### src/pkg/cal_ctrl_regs.vh
// register map, field positions and timing counts of the calibration control block
//
// Summary of operation
// RULE_01 - run-control bit one runs calibration, else reset
// RULE_02 - clearing run-control bit also resets clock dividers
// RULE_03 - software clears run bit before changing settings
// RULE_04 - software sets run bit before output interface
// RULE_05 - software stops output interface before clearing run
// RULE_06 - mode config changed only while run bit clear
// RULE_07 - config bit 3 adds background offset calibration
// RULE_08 - config bit 2 adds foreground offset calibration
// RULE_09 - config bit 1 runs background calibration continuously
// RULE_10 - start clears stored values, bit 0 selects foreground
// RULE_11 - bits 6-4 set averaging; low nibble is 0x1
// RULE_12 - status bits 4-2 show calibration phase code
// RULE_13 - status bit 1 set when background halted
// RULE_14 - no background: halted set after foreground ends
// RULE_15 - status bit 0 high after foreground done/skipped
// RULE_16 - indicator pin source chosen by two-bit select
// RULE_17 - flags held clear while run bit is zero
`ifndef CAL_CTRL_REGS_VH
`define CAL_CTRL_REGS_VH

// ----------------------------------------
// register addresses (15-bit serial address)
// ----------------------------------------
`define ADDR_RUN_CONTROL 15'h0061
`define ADDR_MODE_CONFIG 15'h0062
`define ADDR_AVG_CONFIG 15'h0068
`define ADDR_STATE_READBACK 15'h006A
`define ADDR_PIN_CONFIG 15'h006B

// ----------------------------------------
// reset values and fixed fields
// ----------------------------------------
`define RST_RUN_ENABLE 1'h1
`define RST_MODE_CONFIG 4'h1
`define RST_AVG_AMOUNT 3'h6
`define AVG_LOW_NIBBLE 4'h1
`define RST_PIN_CONFIG 3'h0

// ----------------------------------------
// field positions
// ----------------------------------------
`define BIT_RUN_ENABLE 0
`define BIT_FG_RUN 0
`define BIT_BG_ENABLE 1
`define BIT_FG_OFFSET 2
`define BIT_BG_OFFSET 3
`define AVG_MSB 6
`define AVG_LSB 4
`define STAT_PHASE_MSB 4
`define STAT_PHASE_LSB 2
`define STAT_HALTED 1
`define STAT_FG_COMPLETE 0
`define PIN_SEL_MSB 2
`define PIN_SEL_LSB 1

// ----------------------------------------
// indicator pin sources
// ----------------------------------------
`define PIN_SRC_FG_COMPLETE 2'h0
`define PIN_SRC_HALTED 2'h1
`define PIN_SRC_ALARM 2'h2
`define PIN_SRC_LOW 2'h3

// ----------------------------------------
// serial frame and timing counts
// ----------------------------------------
`define FRAME_BITS 5'h18
`define CMD_BITS 5'h10
`define CLEAR_CYCLES 12'h008
`define STEP_CYCLES 12'h010

`endif

### src/rtl/cal_sequencer.v
// calibration phase sequencer: clear, foreground, offset and background steps
`timescale 1ns/1ps
module cal_sequencer (
  // clock and reset
  input wire clk,
  input wire sys_rst,
  // configuration
  input wire run_enable,
  input wire fg_run,
  input wire fg_offset_en,
  input wire bg_enable,
  input wire bg_offset_en,
  input wire [2:0] avg_amount,
  input wire hold_request,
  // state
  output reg [2:0] phase,
  output reg fg_complete,
  output reg bg_halted,
  output reg values_clear
);
`include "cal_ctrl_regs.vh"

  localparam ST_HOLD = 3'h0;
  localparam ST_CLEAR = 3'h1;
  localparam ST_FG = 3'h2;
  localparam ST_FG_OS = 3'h3;
  localparam ST_BG = 3'h4;
  localparam ST_BG_OS = 3'h5;
  localparam ST_HALT = 3'h6;
  localparam ST_DONE = 3'h7;

  reg [11:0] cnt;
  wire [2:0] fg_exit;

  // offset steps lengthen with averaging depth
  function [11:0] step_len;
    input is_offset;
    input [2:0] avg;
    begin
      step_len = is_offset ? (`STEP_CYCLES << avg) : `STEP_CYCLES;
    end
  endfunction

  assign fg_exit = bg_enable ? ST_BG : ST_DONE;

  always @(posedge clk) begin
    // RULE_01 RULE_17 hold in reset
    if (sys_rst || !run_enable) begin
      phase <= ST_HOLD;
      cnt <= 12'h000;
      fg_complete <= 1'b0;
      bg_halted <= 1'b0;
      values_clear <= 1'b0;
    end else begin
      if (cnt != 12'h000)
        cnt <= cnt - 12'h001;
      case (phase)
        ST_HOLD: begin
          // RULE_10 clear stored values
          phase <= ST_CLEAR;
          cnt <= `CLEAR_CYCLES;
          values_clear <= 1'b1;
        end
        ST_CLEAR: begin
          if (cnt == 12'h000) begin
            values_clear <= 1'b0;
            // RULE_10 foreground run or skip
            if (fg_run) begin
              phase <= ST_FG;
              cnt <= step_len(1'b0, avg_amount);
            end else begin
              // RULE_15 RULE_14 skipped foreground
              phase <= fg_exit;
              fg_complete <= 1'b1;
              bg_halted <= ~bg_enable;
              cnt <= step_len(1'b0, avg_amount);
            end
          end
        end
        ST_FG: begin
          if (cnt == 12'h000) begin
            // RULE_08 foreground offset step
            if (fg_offset_en) begin
              phase <= ST_FG_OS;
              cnt <= step_len(1'b1, avg_amount);
            end else begin
              phase <= fg_exit;
              fg_complete <= 1'b1;
              bg_halted <= ~bg_enable;
              cnt <= step_len(1'b0, avg_amount);
            end
          end
        end
        ST_FG_OS: begin
          if (cnt == 12'h000) begin
            // RULE_15 RULE_14 foreground finished
            phase <= fg_exit;
            fg_complete <= 1'b1;
            bg_halted <= ~bg_enable;
            cnt <= step_len(1'b0, avg_amount);
          end
        end
        ST_BG: begin
          // RULE_09 continuous background loop
          if (cnt == 12'h000) begin
            if (hold_request) begin
              phase <= ST_HALT;
              bg_halted <= 1'b1;
            end else if (bg_offset_en) begin
              // RULE_07 background offset step
              phase <= ST_BG_OS;
              cnt <= step_len(1'b1, avg_amount);
            end else begin
              cnt <= step_len(1'b0, avg_amount);
            end
          end
        end
        ST_BG_OS: begin
          if (cnt == 12'h000) begin
            // RULE_13 halt at phase boundary
            if (hold_request) begin
              phase <= ST_HALT;
              bg_halted <= 1'b1;
            end else begin
              phase <= ST_BG;
              cnt <= step_len(1'b0, avg_amount);
            end
          end
        end
        ST_HALT: begin
          // RULE_13 resume clears halted
          if (!hold_request) begin
            phase <= ST_BG;
            bg_halted <= 1'b0;
            cnt <= step_len(1'b0, avg_amount);
          end
        end
        ST_DONE: begin
          phase <= ST_DONE;
        end
        default: begin
          phase <= ST_HOLD;
        end
      endcase
    end
  end

endmodule // cal_sequencer

### src/rtl/adc_calibration_control.v
// calibration control: serial register port, configuration, status and indicator pin
`timescale 1ns/1ps
module adc_calibration_control (
  // clock and reset
  input wire clk,
  input wire sys_rst,
  // serial register port pins
  input wire spi_sclk,
  input wire spi_cs_n,
  input wire spi_sdi,
  output reg spi_sdo,
  output reg spi_sdo_oe,
  // pins into the block
  input wire cal_hold_request,
  input wire alarm,
  // indicator pin
  output reg calibration_indicator_pin,
  // controls to the converter core
  output reg cal_core_rst,
  output reg divider_rst,
  output reg foreground_cal_run,
  output reg foreground_offset_cal_enable,
  output reg background_cal_enable,
  output reg background_offset_cal_enable,
  output reg [2:0] offset_averaging_amount,
  output reg stored_values_clear
);
`include "cal_ctrl_regs.vh"

  // ----------------------------------------
  // pin synchronisers
  // ----------------------------------------
  reg sclk_s1;
  reg sclk_s2;
  reg sclk_s3;
  reg cs_n_s1;
  reg cs_n_s2;
  reg sdi_s1;
  reg sdi_s2;
  reg hold_s1;
  reg hold_s2;
  reg alarm_s1;
  reg alarm_s2;

  always @(posedge clk) begin
    if (sys_rst) begin
      sclk_s1 <= 1'b0;
      sclk_s2 <= 1'b0;
      sclk_s3 <= 1'b0;
      cs_n_s1 <= 1'b1;
      cs_n_s2 <= 1'b1;
      sdi_s1 <= 1'b0;
      sdi_s2 <= 1'b0;
      hold_s1 <= 1'b0;
      hold_s2 <= 1'b0;
      alarm_s1 <= 1'b0;
      alarm_s2 <= 1'b0;
    end else begin
      sclk_s1 <= spi_sclk;
      sclk_s2 <= sclk_s1;
      sclk_s3 <= sclk_s2;
      cs_n_s1 <= spi_cs_n;
      cs_n_s2 <= cs_n_s1;
      sdi_s1 <= spi_sdi;
      sdi_s2 <= sdi_s1;
      hold_s1 <= cal_hold_request;
      hold_s2 <= hold_s1;
      alarm_s1 <= alarm;
      alarm_s2 <= alarm_s1;
    end
  end

  wire sclk_rise;
  wire sclk_fall;
  wire frame_active;

  assign sclk_rise = sclk_s2 & ~sclk_s3;
  assign sclk_fall = ~sclk_s2 & sclk_s3;
  assign frame_active = ~cs_n_s2;

  // ----------------------------------------
  // register storage
  // ----------------------------------------
  reg run_enable;
  reg [3:0] mode_config;
  reg [2:0] avg_amount;
  reg [2:0] pin_config;

  wire [2:0] phase;
  wire fg_complete;
  wire bg_halted;
  wire values_clear;

  // ----------------------------------------
  // serial frame shifter
  // ----------------------------------------
  // frame: read flag, 15-bit address, 8 data bits, msb first; one register per frame
  reg [4:0] bit_cnt;
  reg [22:0] shift_in;
  reg [7:0] shift_out;
  reg is_read;
  reg [14:0] addr_q;
  reg write_en;
  reg [7:0] write_data;
  reg [7:0] read_data;
  wire [15:0] cmd_word;

  assign cmd_word = {shift_in[14:0], sdi_s2};

  always @* begin
    case (cmd_word[14:0])
      `ADDR_RUN_CONTROL: read_data = {7'h00, run_enable};
      `ADDR_MODE_CONFIG: read_data = {4'h0, mode_config};
      // RULE_11 low nibble reads fixed
      `ADDR_AVG_CONFIG: read_data = {1'b0, avg_amount, `AVG_LOW_NIBBLE};
      // RULE_12 phase code readback
      `ADDR_STATE_READBACK: read_data = {3'h0, phase, bg_halted, fg_complete};
      `ADDR_PIN_CONFIG: read_data = {5'h00, pin_config};
      default: read_data = 8'h00;
    endcase
  end

  always @(posedge clk) begin
    if (sys_rst) begin
      bit_cnt <= 5'h00;
      shift_in <= 23'h000000;
      shift_out <= 8'h00;
      is_read <= 1'b0;
      addr_q <= 15'h0000;
      write_en <= 1'b0;
      write_data <= 8'h00;
      spi_sdo <= 1'b0;
      spi_sdo_oe <= 1'b0;
    end else begin
      write_en <= 1'b0;
      if (!frame_active) begin
        bit_cnt <= 5'h00;
        is_read <= 1'b0;
        spi_sdo_oe <= 1'b0;
        spi_sdo <= 1'b0;
      end else begin
        if (sclk_rise && bit_cnt < `FRAME_BITS) begin
          shift_in <= {shift_in[21:0], sdi_s2};
          bit_cnt <= bit_cnt + 5'h01;
          if (bit_cnt == `CMD_BITS - 5'h01) begin
            addr_q <= cmd_word[14:0];
            is_read <= cmd_word[15];
            shift_out <= read_data;
            spi_sdo_oe <= cmd_word[15];
          end
          if (bit_cnt == `FRAME_BITS - 5'h01 && !is_read) begin
            write_en <= 1'b1;
            write_data <= {shift_in[6:0], sdi_s2};
          end
        end
        if (sclk_fall && is_read && bit_cnt >= `CMD_BITS && bit_cnt < `FRAME_BITS) begin
          spi_sdo <= shift_out[7];
          shift_out <= {shift_out[6:0], 1'b0};
        end
      end
    end
  end

  // ----------------------------------------
  // register writes
  // ----------------------------------------
  // mode bits feed the sequencer directly; software keeps them still while running
  always @(posedge clk) begin
    if (sys_rst) begin
      run_enable <= `RST_RUN_ENABLE;
      mode_config <= `RST_MODE_CONFIG;
      avg_amount <= `RST_AVG_AMOUNT;
      pin_config <= `RST_PIN_CONFIG;
    end else if (write_en) begin
      case (addr_q)
        // RULE_01 run bit write
        `ADDR_RUN_CONTROL: run_enable <= write_data[`BIT_RUN_ENABLE];
        `ADDR_MODE_CONFIG: mode_config <= write_data[3:0];
        // RULE_11 averaging field write
        `ADDR_AVG_CONFIG: avg_amount <= write_data[`AVG_MSB:`AVG_LSB];
        `ADDR_PIN_CONFIG: pin_config <= write_data[2:0];
        default: pin_config <= pin_config;
      endcase
    end
  end

  // ----------------------------------------
  // sequencer
  // ----------------------------------------
  cal_sequencer u_seq (
    .clk(clk),
    .sys_rst(sys_rst),
    .run_enable(run_enable),
    .fg_run(mode_config[`BIT_FG_RUN]),
    .fg_offset_en(mode_config[`BIT_FG_OFFSET]),
    .bg_enable(mode_config[`BIT_BG_ENABLE]),
    .bg_offset_en(mode_config[`BIT_BG_OFFSET]),
    .avg_amount(avg_amount),
    .hold_request(hold_s2),
    .phase(phase),
    .fg_complete(fg_complete),
    .bg_halted(bg_halted),
    .values_clear(values_clear)
  );

  // ----------------------------------------
  // outputs to core and indicator pin
  // ----------------------------------------
  always @(posedge clk) begin
    if (sys_rst) begin
      cal_core_rst <= 1'b1;
      divider_rst <= 1'b1;
      foreground_cal_run <= 1'b0;
      foreground_offset_cal_enable <= 1'b0;
      background_cal_enable <= 1'b0;
      background_offset_cal_enable <= 1'b0;
      offset_averaging_amount <= `RST_AVG_AMOUNT;
      stored_values_clear <= 1'b0;
      calibration_indicator_pin <= 1'b0;
    end else begin
      // RULE_01 core held in reset
      cal_core_rst <= ~run_enable;
      // RULE_02 dividers reset too
      divider_rst <= ~run_enable;
      foreground_cal_run <= mode_config[`BIT_FG_RUN];
      // RULE_08 requires foreground
      foreground_offset_cal_enable <= mode_config[`BIT_FG_OFFSET] & mode_config[`BIT_FG_RUN];
      // RULE_09 background enable
      background_cal_enable <= mode_config[`BIT_BG_ENABLE];
      // RULE_07 requires background
      background_offset_cal_enable <= mode_config[`BIT_BG_OFFSET] & mode_config[`BIT_BG_ENABLE];
      offset_averaging_amount <= avg_amount;
      stored_values_clear <= values_clear;
      // RULE_16 indicator source select
      case (pin_config[`PIN_SEL_MSB:`PIN_SEL_LSB])
        `PIN_SRC_FG_COMPLETE: calibration_indicator_pin <= fg_complete;
        `PIN_SRC_HALTED: calibration_indicator_pin <= bg_halted;
        `PIN_SRC_ALARM: calibration_indicator_pin <= alarm_s2;
        default: calibration_indicator_pin <= 1'b0;
      endcase
    end
  end

endmodule // adc_calibration_control

### config.mk
export PLATFORM = sky130hd
export DESIGN_NAME = adc_calibration_control
export DESIGN_NICKNAME = d
export VERILOG_FILES = /design/src/rtl/cal_sequencer.v /design/src/rtl/adc_calibration_control.v
export VERILOG_INCLUDE_DIRS = /design/src /design/src/pkg
export SDC_FILE = /design/constraint.sdc
export NUM_CORES = 1
export LEC_CHECK = 0
export BUFFER_PORTS_ARGS = -buffer_cell sky130_fd_sc_hd__buf_2
export CORE_MARGIN = 2
export CORE_UTILIZATION = 27
export CTS_CLUSTER_SIZE = 12
export DETAILED_ROUTE_END_ITERATION = 10
export SYNTH_ARGS = -nofsm -noshare
export SYNTH_HDL_FRONTEND = slang
export SYNTH_SLANG_ARGS = --single-unit
### constraint.sdc
create_clock -name clk -period 2.37 [get_ports clk]
set_input_delay 0.474 -clock clk [delete_from_list [all_inputs] [get_ports clk]]
set_output_delay 0.474 -clock clk [all_outputs]
set_load 0.03 [all_outputs]
==> results of run 1 <==
layout make-up:
type                            instances  share of cell area, %
Inverter                               13                  0.924
Sequential cell                       103                   39.1
Multi-Input combinational cell        372                   45.0
Clock inverter                          7                   1.75
Clock buffer                            9                   4.27
Tap cell                              220                   5.21
Timing Repair Buffer                   33                   3.79
power by group through the flow:
stage	clock network (mW)	registers [mW]	logic [mW]
CTS	1.57	2.02	1.65
global route	1.62	2.05	1.87
global placement	0	2.06	1.61
detailed placement	0	2.06	1.64
finish	1.52	2.03	1.66
floorplan	0	2.02	1.34
registers in the layout, summed over array words and instances, names as in the netlist, 3 cells and up:
name	count
bit_cnt	5
shift_out	8
u_seq.cnt	12
shift_in	15
mode_config	4
offset_averaging_amount	3
u_seq.phase	3
write_data	7
avg_amount	3
addr_q	15
pin_config	3
per-stage QoR:
step                setup WS [ns]  util [%]
floorplan                   0.319         -
global placement            0.225      29.7
detailed placement          0.127      29.7
CTS                         0.123      31.6
global route               0.0510      31.6
finish                      0.277      31.6
layout by cell type (no fill, tap or decap), types with 7 or more instances in the layout:
cell type,n
inv_1,11
a21oi_1,35
nand3_1,23
buf_2,19
nand4_1,7
nor2_1,68
nor2b_1,19
o21ai_0,14
mux2i_1,40
dfxtp_1,103
buf_4,14
nand2_1,34
nor3_1,16
clkbuf_16,9
or2_2,7
per-layer routing:
metal / track usage (%) / routed length [µm] / part of all wire (%)
met1: 15.9 / 5110 / 48
met3: 2.82 / 366 / 3.5
met2: 19.5 / 4920 / 46
met5: 0 / 0 / 0
met4: 4.69 / 191 / 1.8
kinds of logic after synthesis:
family | Yosys count | synth area share, %
adders and majority gates | 5 | 1.35
AOI/OAI and AO/OA | 93 | 13.1
DFF | 103 | 44.5
and+or+nand+nor | 227 | 26.7
muxes | 41 | 8.89
xor gates and xnor gates | 6 | 1.14
buffers and inverters | 48 | 4.27
worst register-to-register path, stage by stage (launching register included):
cell and delay [ns]:
dfxtp_1 0.34, inv_1 0.10, ha_1 0.17, or4b_2 0.64, nor4_1 0.38, a211o_1 0.20
a21o_1 0.10, o21ai_0 0.06
worst min path at each step:
stage | end | cells past startpoint
finish | sclk_s1 | 2
floorplan | cs_n_s2 | 1
global placement | cs_n_s2 | 1
global route | sclk_s1 | 2
CTS | sdi_s1 | 2
detailed placement | cs_n_s2 | 1
timing repair:
action	in CTS	in global routing
setup endpoints to repair	0	1
resized for setup	0	1
endpoints found under the hold margin	0	0
==> flow_summary_export.csv, run 1 <==
group,metric,value,unit
timing,setup-tns-final,0,ns
die,fp-row-count,47,
power,power.static_leakage,1.91,nW
timing,fin_crit_sh,88.3,%
clock_tree,insertion_delay,0.37,ns
cells_and_area,n_antenna_cell,0,
placement,place_area,4960,µm²
die,initial_core_util,27.7,%
detailed_routing,via_per_inst,4.88,
power,p_int,3.33,mW
worst_setup_path,critPathMaxStageDelay,0.64,ns
worst_setup_path,cp.arrival,2.35,ns
clock_tree,holdBufCountCts,0,
timing,max_freq,478,MHz
synth,syn_inst,523,
worst_setup_path,cp-start-kind,"flop",
worst_setup_path,reg2reg_depth,7,
synth,synth.net_count,535,
worst_setup_path,crit_type,"flop to flop",
cells_and_area,stdcell_area,5280,µm²
cells_and_area,drive_gt1_share,14.0,%
detailed_routing,drtIter0Drc,285,
placement,gp_congestion,0.789,
power,vdd_ir_drop_max,0.000554,V
worst_setup_path,required,2.63,ns
power,swShare,36.1,%
timing,whs,0.308,ns
timing,clock_skew,0.0148,ns
synth,synth_edf_count,0,
cells_and_area,multi_input_area,2380,µm²
timing,worst_pin_slew,0.625,ns
worst_setup_path,r2r-end,"u_seq.cnt[6]",
cells_and_area,synthToLayoutAreaGrowth,14.1,%
synth,synthTopCellsByCount,"dfxtp_1 (103), nor2_1 (68), mux2i_1 (40), a21oi_1 (35), nand2_1 (34)",
timing,relSlewSlack,58.1,%
synth,seq_area_frac_synth,44.5,%
clock_tree,path_clk_slew,0.08,ns
clock_tree,postCtsSetupBuffers,0,
grt,grt_pass1_vias,3535,
placement,placedCellCount,741,
detailed_routing,antenna_left,0,
power,power_switching,1.88,mW
grt,antenna_found_initial,0,
grt,grt_pass1_wl,17.7,mm
worst_setup_path,cp_top_family,"simple AND/OR/NAND/NOR gates",
power,p_comb_share,31.9,%
run,maxCapViolCount,0,
timing,rsz0062_at_grt,"false",
cells_and_area,fillers,1778,
synth,postSynth.asyncResetShare,0,%
grt,grt_max_degree,61,
clock_tree,cts.path.max_buffers,2,
cells_and_area,seq_area,2060,µm²
clock_tree,htree_levels,3,
worst_setup_path,crit_path_end_kind,"flop",
synth,yosys_warnings,0,
hold_path,hp-start,"spi_sclk",
synth,synth_top_cell_by_area,"dfxtp_1",
synth,synth_area_leaders,"dfxtp_1 (45%), mux2i_1 (8.6%), nor2_1 (5.5%)",
cells_and_area,stdcell_count,757,
clock_tree,numCtsBuffers,9,
worst_setup_path,reg2reg_slack,0.28,ns
worst_setup_path,crit_slowest_cell,"or4b_2",
timing,layout_min_cycle_time,2.09,ns
detailed_routing,wl_per_cell,14.0,µm
power,clkPwrFrac,29.2,%
worst_setup_path,rr_startpoint,"u_seq.cnt[0]",
worst_setup_path,crit_fanout,4,
grt,grt.total_usage,12.2,%
worst_setup_path,critPathLaunch,"u_seq.cnt[0]",
die,die_x,135,µm
synth,synth.top_cell.area_share,44.5,%
synth,dominantRegCellSynth,"dfxtp_1",
worst_setup_path,crit_chain,"inv_1, ha_1, or4b_2, nor4_1, a211o_1, a21o_1, o21ai_0",
grt,overflow,0,
detailed_routing,vias,3693,
timing,hold_violations,0,
clock_tree,cts_tree,"done",
clock_tree,root_buffer,"clkbuf_16",
synth,syn_avg_cell_area,8.85,µm²
worst_setup_path,crit_end,"u_seq.cnt[6]",
die,die_area,18200,µm²
timing,setup_viol,0,
die,fp.dieH,135,µm
die,ioPinCount,20,
power,power.total,5.21,mW
die,core_area,16700,µm²
synth,synth_most_common_cell,"dfxtp_1",
placement,dp_hpwl,7.38,mm
cells_and_area,nets,544,
timing,maxSlewViolCount,0,
power,seqPwrFrac,38.9,%
power,powerDensity,987,nW/µm²
detailed_routing,routed_wl,10.6,mm
detailed_routing,dr.pass1.iters,4,
synth,ys_ff_latch,103,
worst_setup_path,crit_buf_inv,1,
synth,synth.distinct_cells,65,
outcome,outcome,"completed",
hold_path,hold_class,"input pin to flop",
clock_tree,cts.sink_count,103,
worst_setup_path,cp.depth,7,
synth,synth_area,4630,µm²
placement,port_buffers,19,
detailed_routing,drc,0,
Power figures use the tool's default switching activity.
==> run 2: changes to the inputs <==
Settings changed: BUFFER_PORTS_ARGS -buffer_cell sky130_fd_sc_hd__buf_2 to -buffer_cell sky130_fd_sc_hd__clkbuf_2.
Clock period 2.37 ns to 2.6 ns, I/O delays scaled along.
==> run 2 against run 1 <==
Hold slack better by 0.027 ns. Highest routed layer unchanged. Largest cell class unchanged. Sequential share of layout area is 0.056 points higher. Global-route usage hardly changed. Fmax is 8.4% lower. Sequential cell count stayed put. Non-clock buffer count is 1 lower. Via count is 1.2% higher. Critical path depth is 3 higher.
==> flow_summary_export.csv, run 2 (synthesis results as in run 1) <==
group,metric,value,unit
outcome,outcome,"completed",
worst_setup_path,reg2reg_depth,10,
timing,fin_crit_sh,87.9,%
placement,place_ws,0.320,ns
worst_setup_path,crit_slowest_cell,"nor4b_1",
detailed_routing,route.layer.met1.wl,5.04,mm
detailed_routing,dr.pass1.iters,5,
timing,layout_min_cycle_time,2.28,ns
worst_setup_path,crit_fanout,8,
die,die_area,18200,µm²
placement,port_buffers,19,
die,initial_core_util,27.7,%
worst_setup_path,cp-start-kind,"flop",
placement,dp_hpwl,7.21,mm
run,maxCapViolCount,0,
cells_and_area,final_common_cell,"dfxtp_1",
grt,overflow,0,
cells_and_area,reg_top3,"addr_q: 15 flops, shift_in: 15 flops, u_seq.cnt: 12 flops",
clock_tree,path_clk_slew,0.08,ns
timing,worst_pin_slew,0.609,ns
grt,grt_max_degree,61,
power,seqPwrFrac,38.8,%
worst_setup_path,rr_startpoint,"u_seq.cnt[0]",
hold_path,hold_class,"input pin to flop",
worst_setup_path,crit_type,"flop to flop",
timing,setup-tns-final,0,ns
grt,antenna_found_initial,0,
power,power_switching,1.68,mW
detailed_routing,drtIter0Drc,318,
detailed_routing,wl_per_cell,13.8,µm
detailed_routing,highest_layer,"met4",
die,core_area,16700,µm²
timing,rsz0062_at_grt,"false",
worst_setup_path,crit_chain,"inv_1, ha_1, nor4b_1, and4b_1, inv_2, ha_1, nor2_1, o21ai_0, o311a_1, nor3_1",
power,p_int,3.12,mW
clock_tree,insertion_delay,0.36,ns
detailed_routing,drc,0,
cells_and_area,fillers,1728,
die,die_x,135,µm
cells_and_area,nets,543,
cells_and_area,synthToLayoutAreaGrowth,13.9,%
worst_setup_path,crit_buf_inv,2,
clock_tree,cts_tree,"done",
grt,grt_pass1_vias,3586,
timing,max_freq,438,MHz
cells_and_area,drive_gt1_share,13.6,%
detailed_routing,antenna_left,0,
power,power.total,4.80,mW
detailed_routing,via_per_inst,4.94,
clock_tree,cts.sink_count,103,
worst_setup_path,required,2.88,ns
clock_tree,htree_levels,3,
power,clkPwrFrac,30.3,%
power,swShare,35.0,%
worst_setup_path,cpMostUsedCell,"ha_1",
detailed_routing,vias,3736,
timing,hold_violations,0,
cells_and_area,layout_common_cells,"dfxtp_1 (103), nor2_1 (68), mux2i_1 (40)",
power,power.static_leakage,1.91,nW
worst_setup_path,crit_path_end_kind,"flop",
worst_setup_path,r2r-end,"u_seq.cnt[0]",
clock_tree,holdBufCountCts,0,
worst_setup_path,reg2reg_slack,0.32,ns
timing,final.setup.worst_slack,0.316,ns
placement,gp_congestion,0.840,
timing,clock_skew,0.00944,ns
detailed_routing,wl_met2,4.72,mm
worst_setup_path,critPathMaxStageDelay,0.39,ns
clock_tree,cts.path.max_buffers,2,
timing,setup_viol,0,
placement,place_area,4950,µm²
hold_path,min_path_cells,2,
hold_path,min_to,"cs_n_s1",
die,fp-row-count,47,
power,vdd_ir_drop_max,0.000572,V
detailed_routing,wl_met3,473,µm
clock_tree,postCtsSetupBuffers,0,
worst_setup_path,cp.arrival,2.57,ns
die,ioPinCount,20,
cells_and_area,n_antenna_cell,0,
grt,grt_pass1_wl,17.8,mm
cells_and_area,stdcell_area,5270,µm²
clock_tree,numCtsBuffers,9,
timing,relSlewSlack,59.0,%
die,fp.dieH,135,µm
detailed_routing,routed_wl,10.5,mm
power,powerDensity,911,nW/µm²
hold_path,hp-start,"spi_cs_n",
clock_tree,root_buffer,"clkbuf_16",
timing,whs,0.335,ns
worst_setup_path,cp_top_family,"simple AND/OR/NAND/NOR gates",
grt,grt.total_usage,12.2,%
timing,maxSlewViolCount,0,
power,p_comb_share,31.0,%
clock_tree,post_cts_resize_count,0,
run 2: changes by cell type in the layout (fill, tap and decap cells not counted):
cell / previous run / this run
buf_2: 19 / 0
clkbuf_2: 0 / 19
clkinv_8: 4 / 1
inv_8: 1 / 4
buf_4: 14 / 13
bufinv_16: 0 / 1
clkinv_4: 1 / 0
nor4b_1: 4 / 5
nor4b_2: 1 / 0
run 2: area by class of cell:
cell class              count  area (µm²)  share of cell area [%]
multi-input cells         372        2370                    44.9
well taps                 220         275                    5.22
clock inverters             7        98.8                    1.87
flip-flops and latches    103        2060                    39.1
clock buffers               9         225                    4.27
inverters                  13        48.8                   0.925
repair buffers             32         193                    3.65
run 2: worst max path at each step:
stage                 start  slack (ns)  cells after the start            to
6_report       u_seq.cnt[0]        0.32                     10  u_seq.cnt[0]
5_1_grt        u_seq.cnt[0]        0.01                     10  u_seq.cnt[0]
4_1_cts        u_seq.cnt[0]        0.31                     10  u_seq.cnt[0]
3_5_place_dp   u_seq.cnt[0]        0.32                     10  u_seq.cnt[0]
3_3_place_gp   u_seq.cnt[0]        0.46                     10  u_seq.cnt[0]
2_1_floorplan  u_seq.cnt[0]        0.55                     11  u_seq.cnt[0]
run 2: layer usage:
layer | vias to the layer above | track usage [%]
met5 | - | 0
met1 | 1759 | 15.8
met3 | 21 | 3.27
met2 | 76 | 19.0
li1 | 1880 | -
met4 | 0 | 5.50
run 2: power by group through the flow:
stage               Combinational, mW  Sequential (mW)  Clock, mW
floorplan                        1.22             1.85          0
global placement                 1.45             1.89          0
detailed placement               1.47             1.90          0
CTS                              1.48             1.86       1.49
global route                     1.66             1.89       1.56
finish                           1.49             1.86       1.46
run 2: worst reg2reg max path, cell delays in order, from the launching register on:
cell and delay [ns]:
dfxtp_1 0.34, inv_1 0.12, ha_1 0.17, nor4b_1 0.39
and4b_1 0.30, inv_2 0.10, ha_1 0.30, nor2_1 0.10
o21ai_0 0.08, o311a_1 0.13, nor3_1 0.18
run 2: metrics by stage:
stage	utilization, %	std cells
global route	31.6	756
CTS	31.6	756
finish	31.6	756
floorplan	-	523
detailed placement	29.6	740
global placement	29.6	740
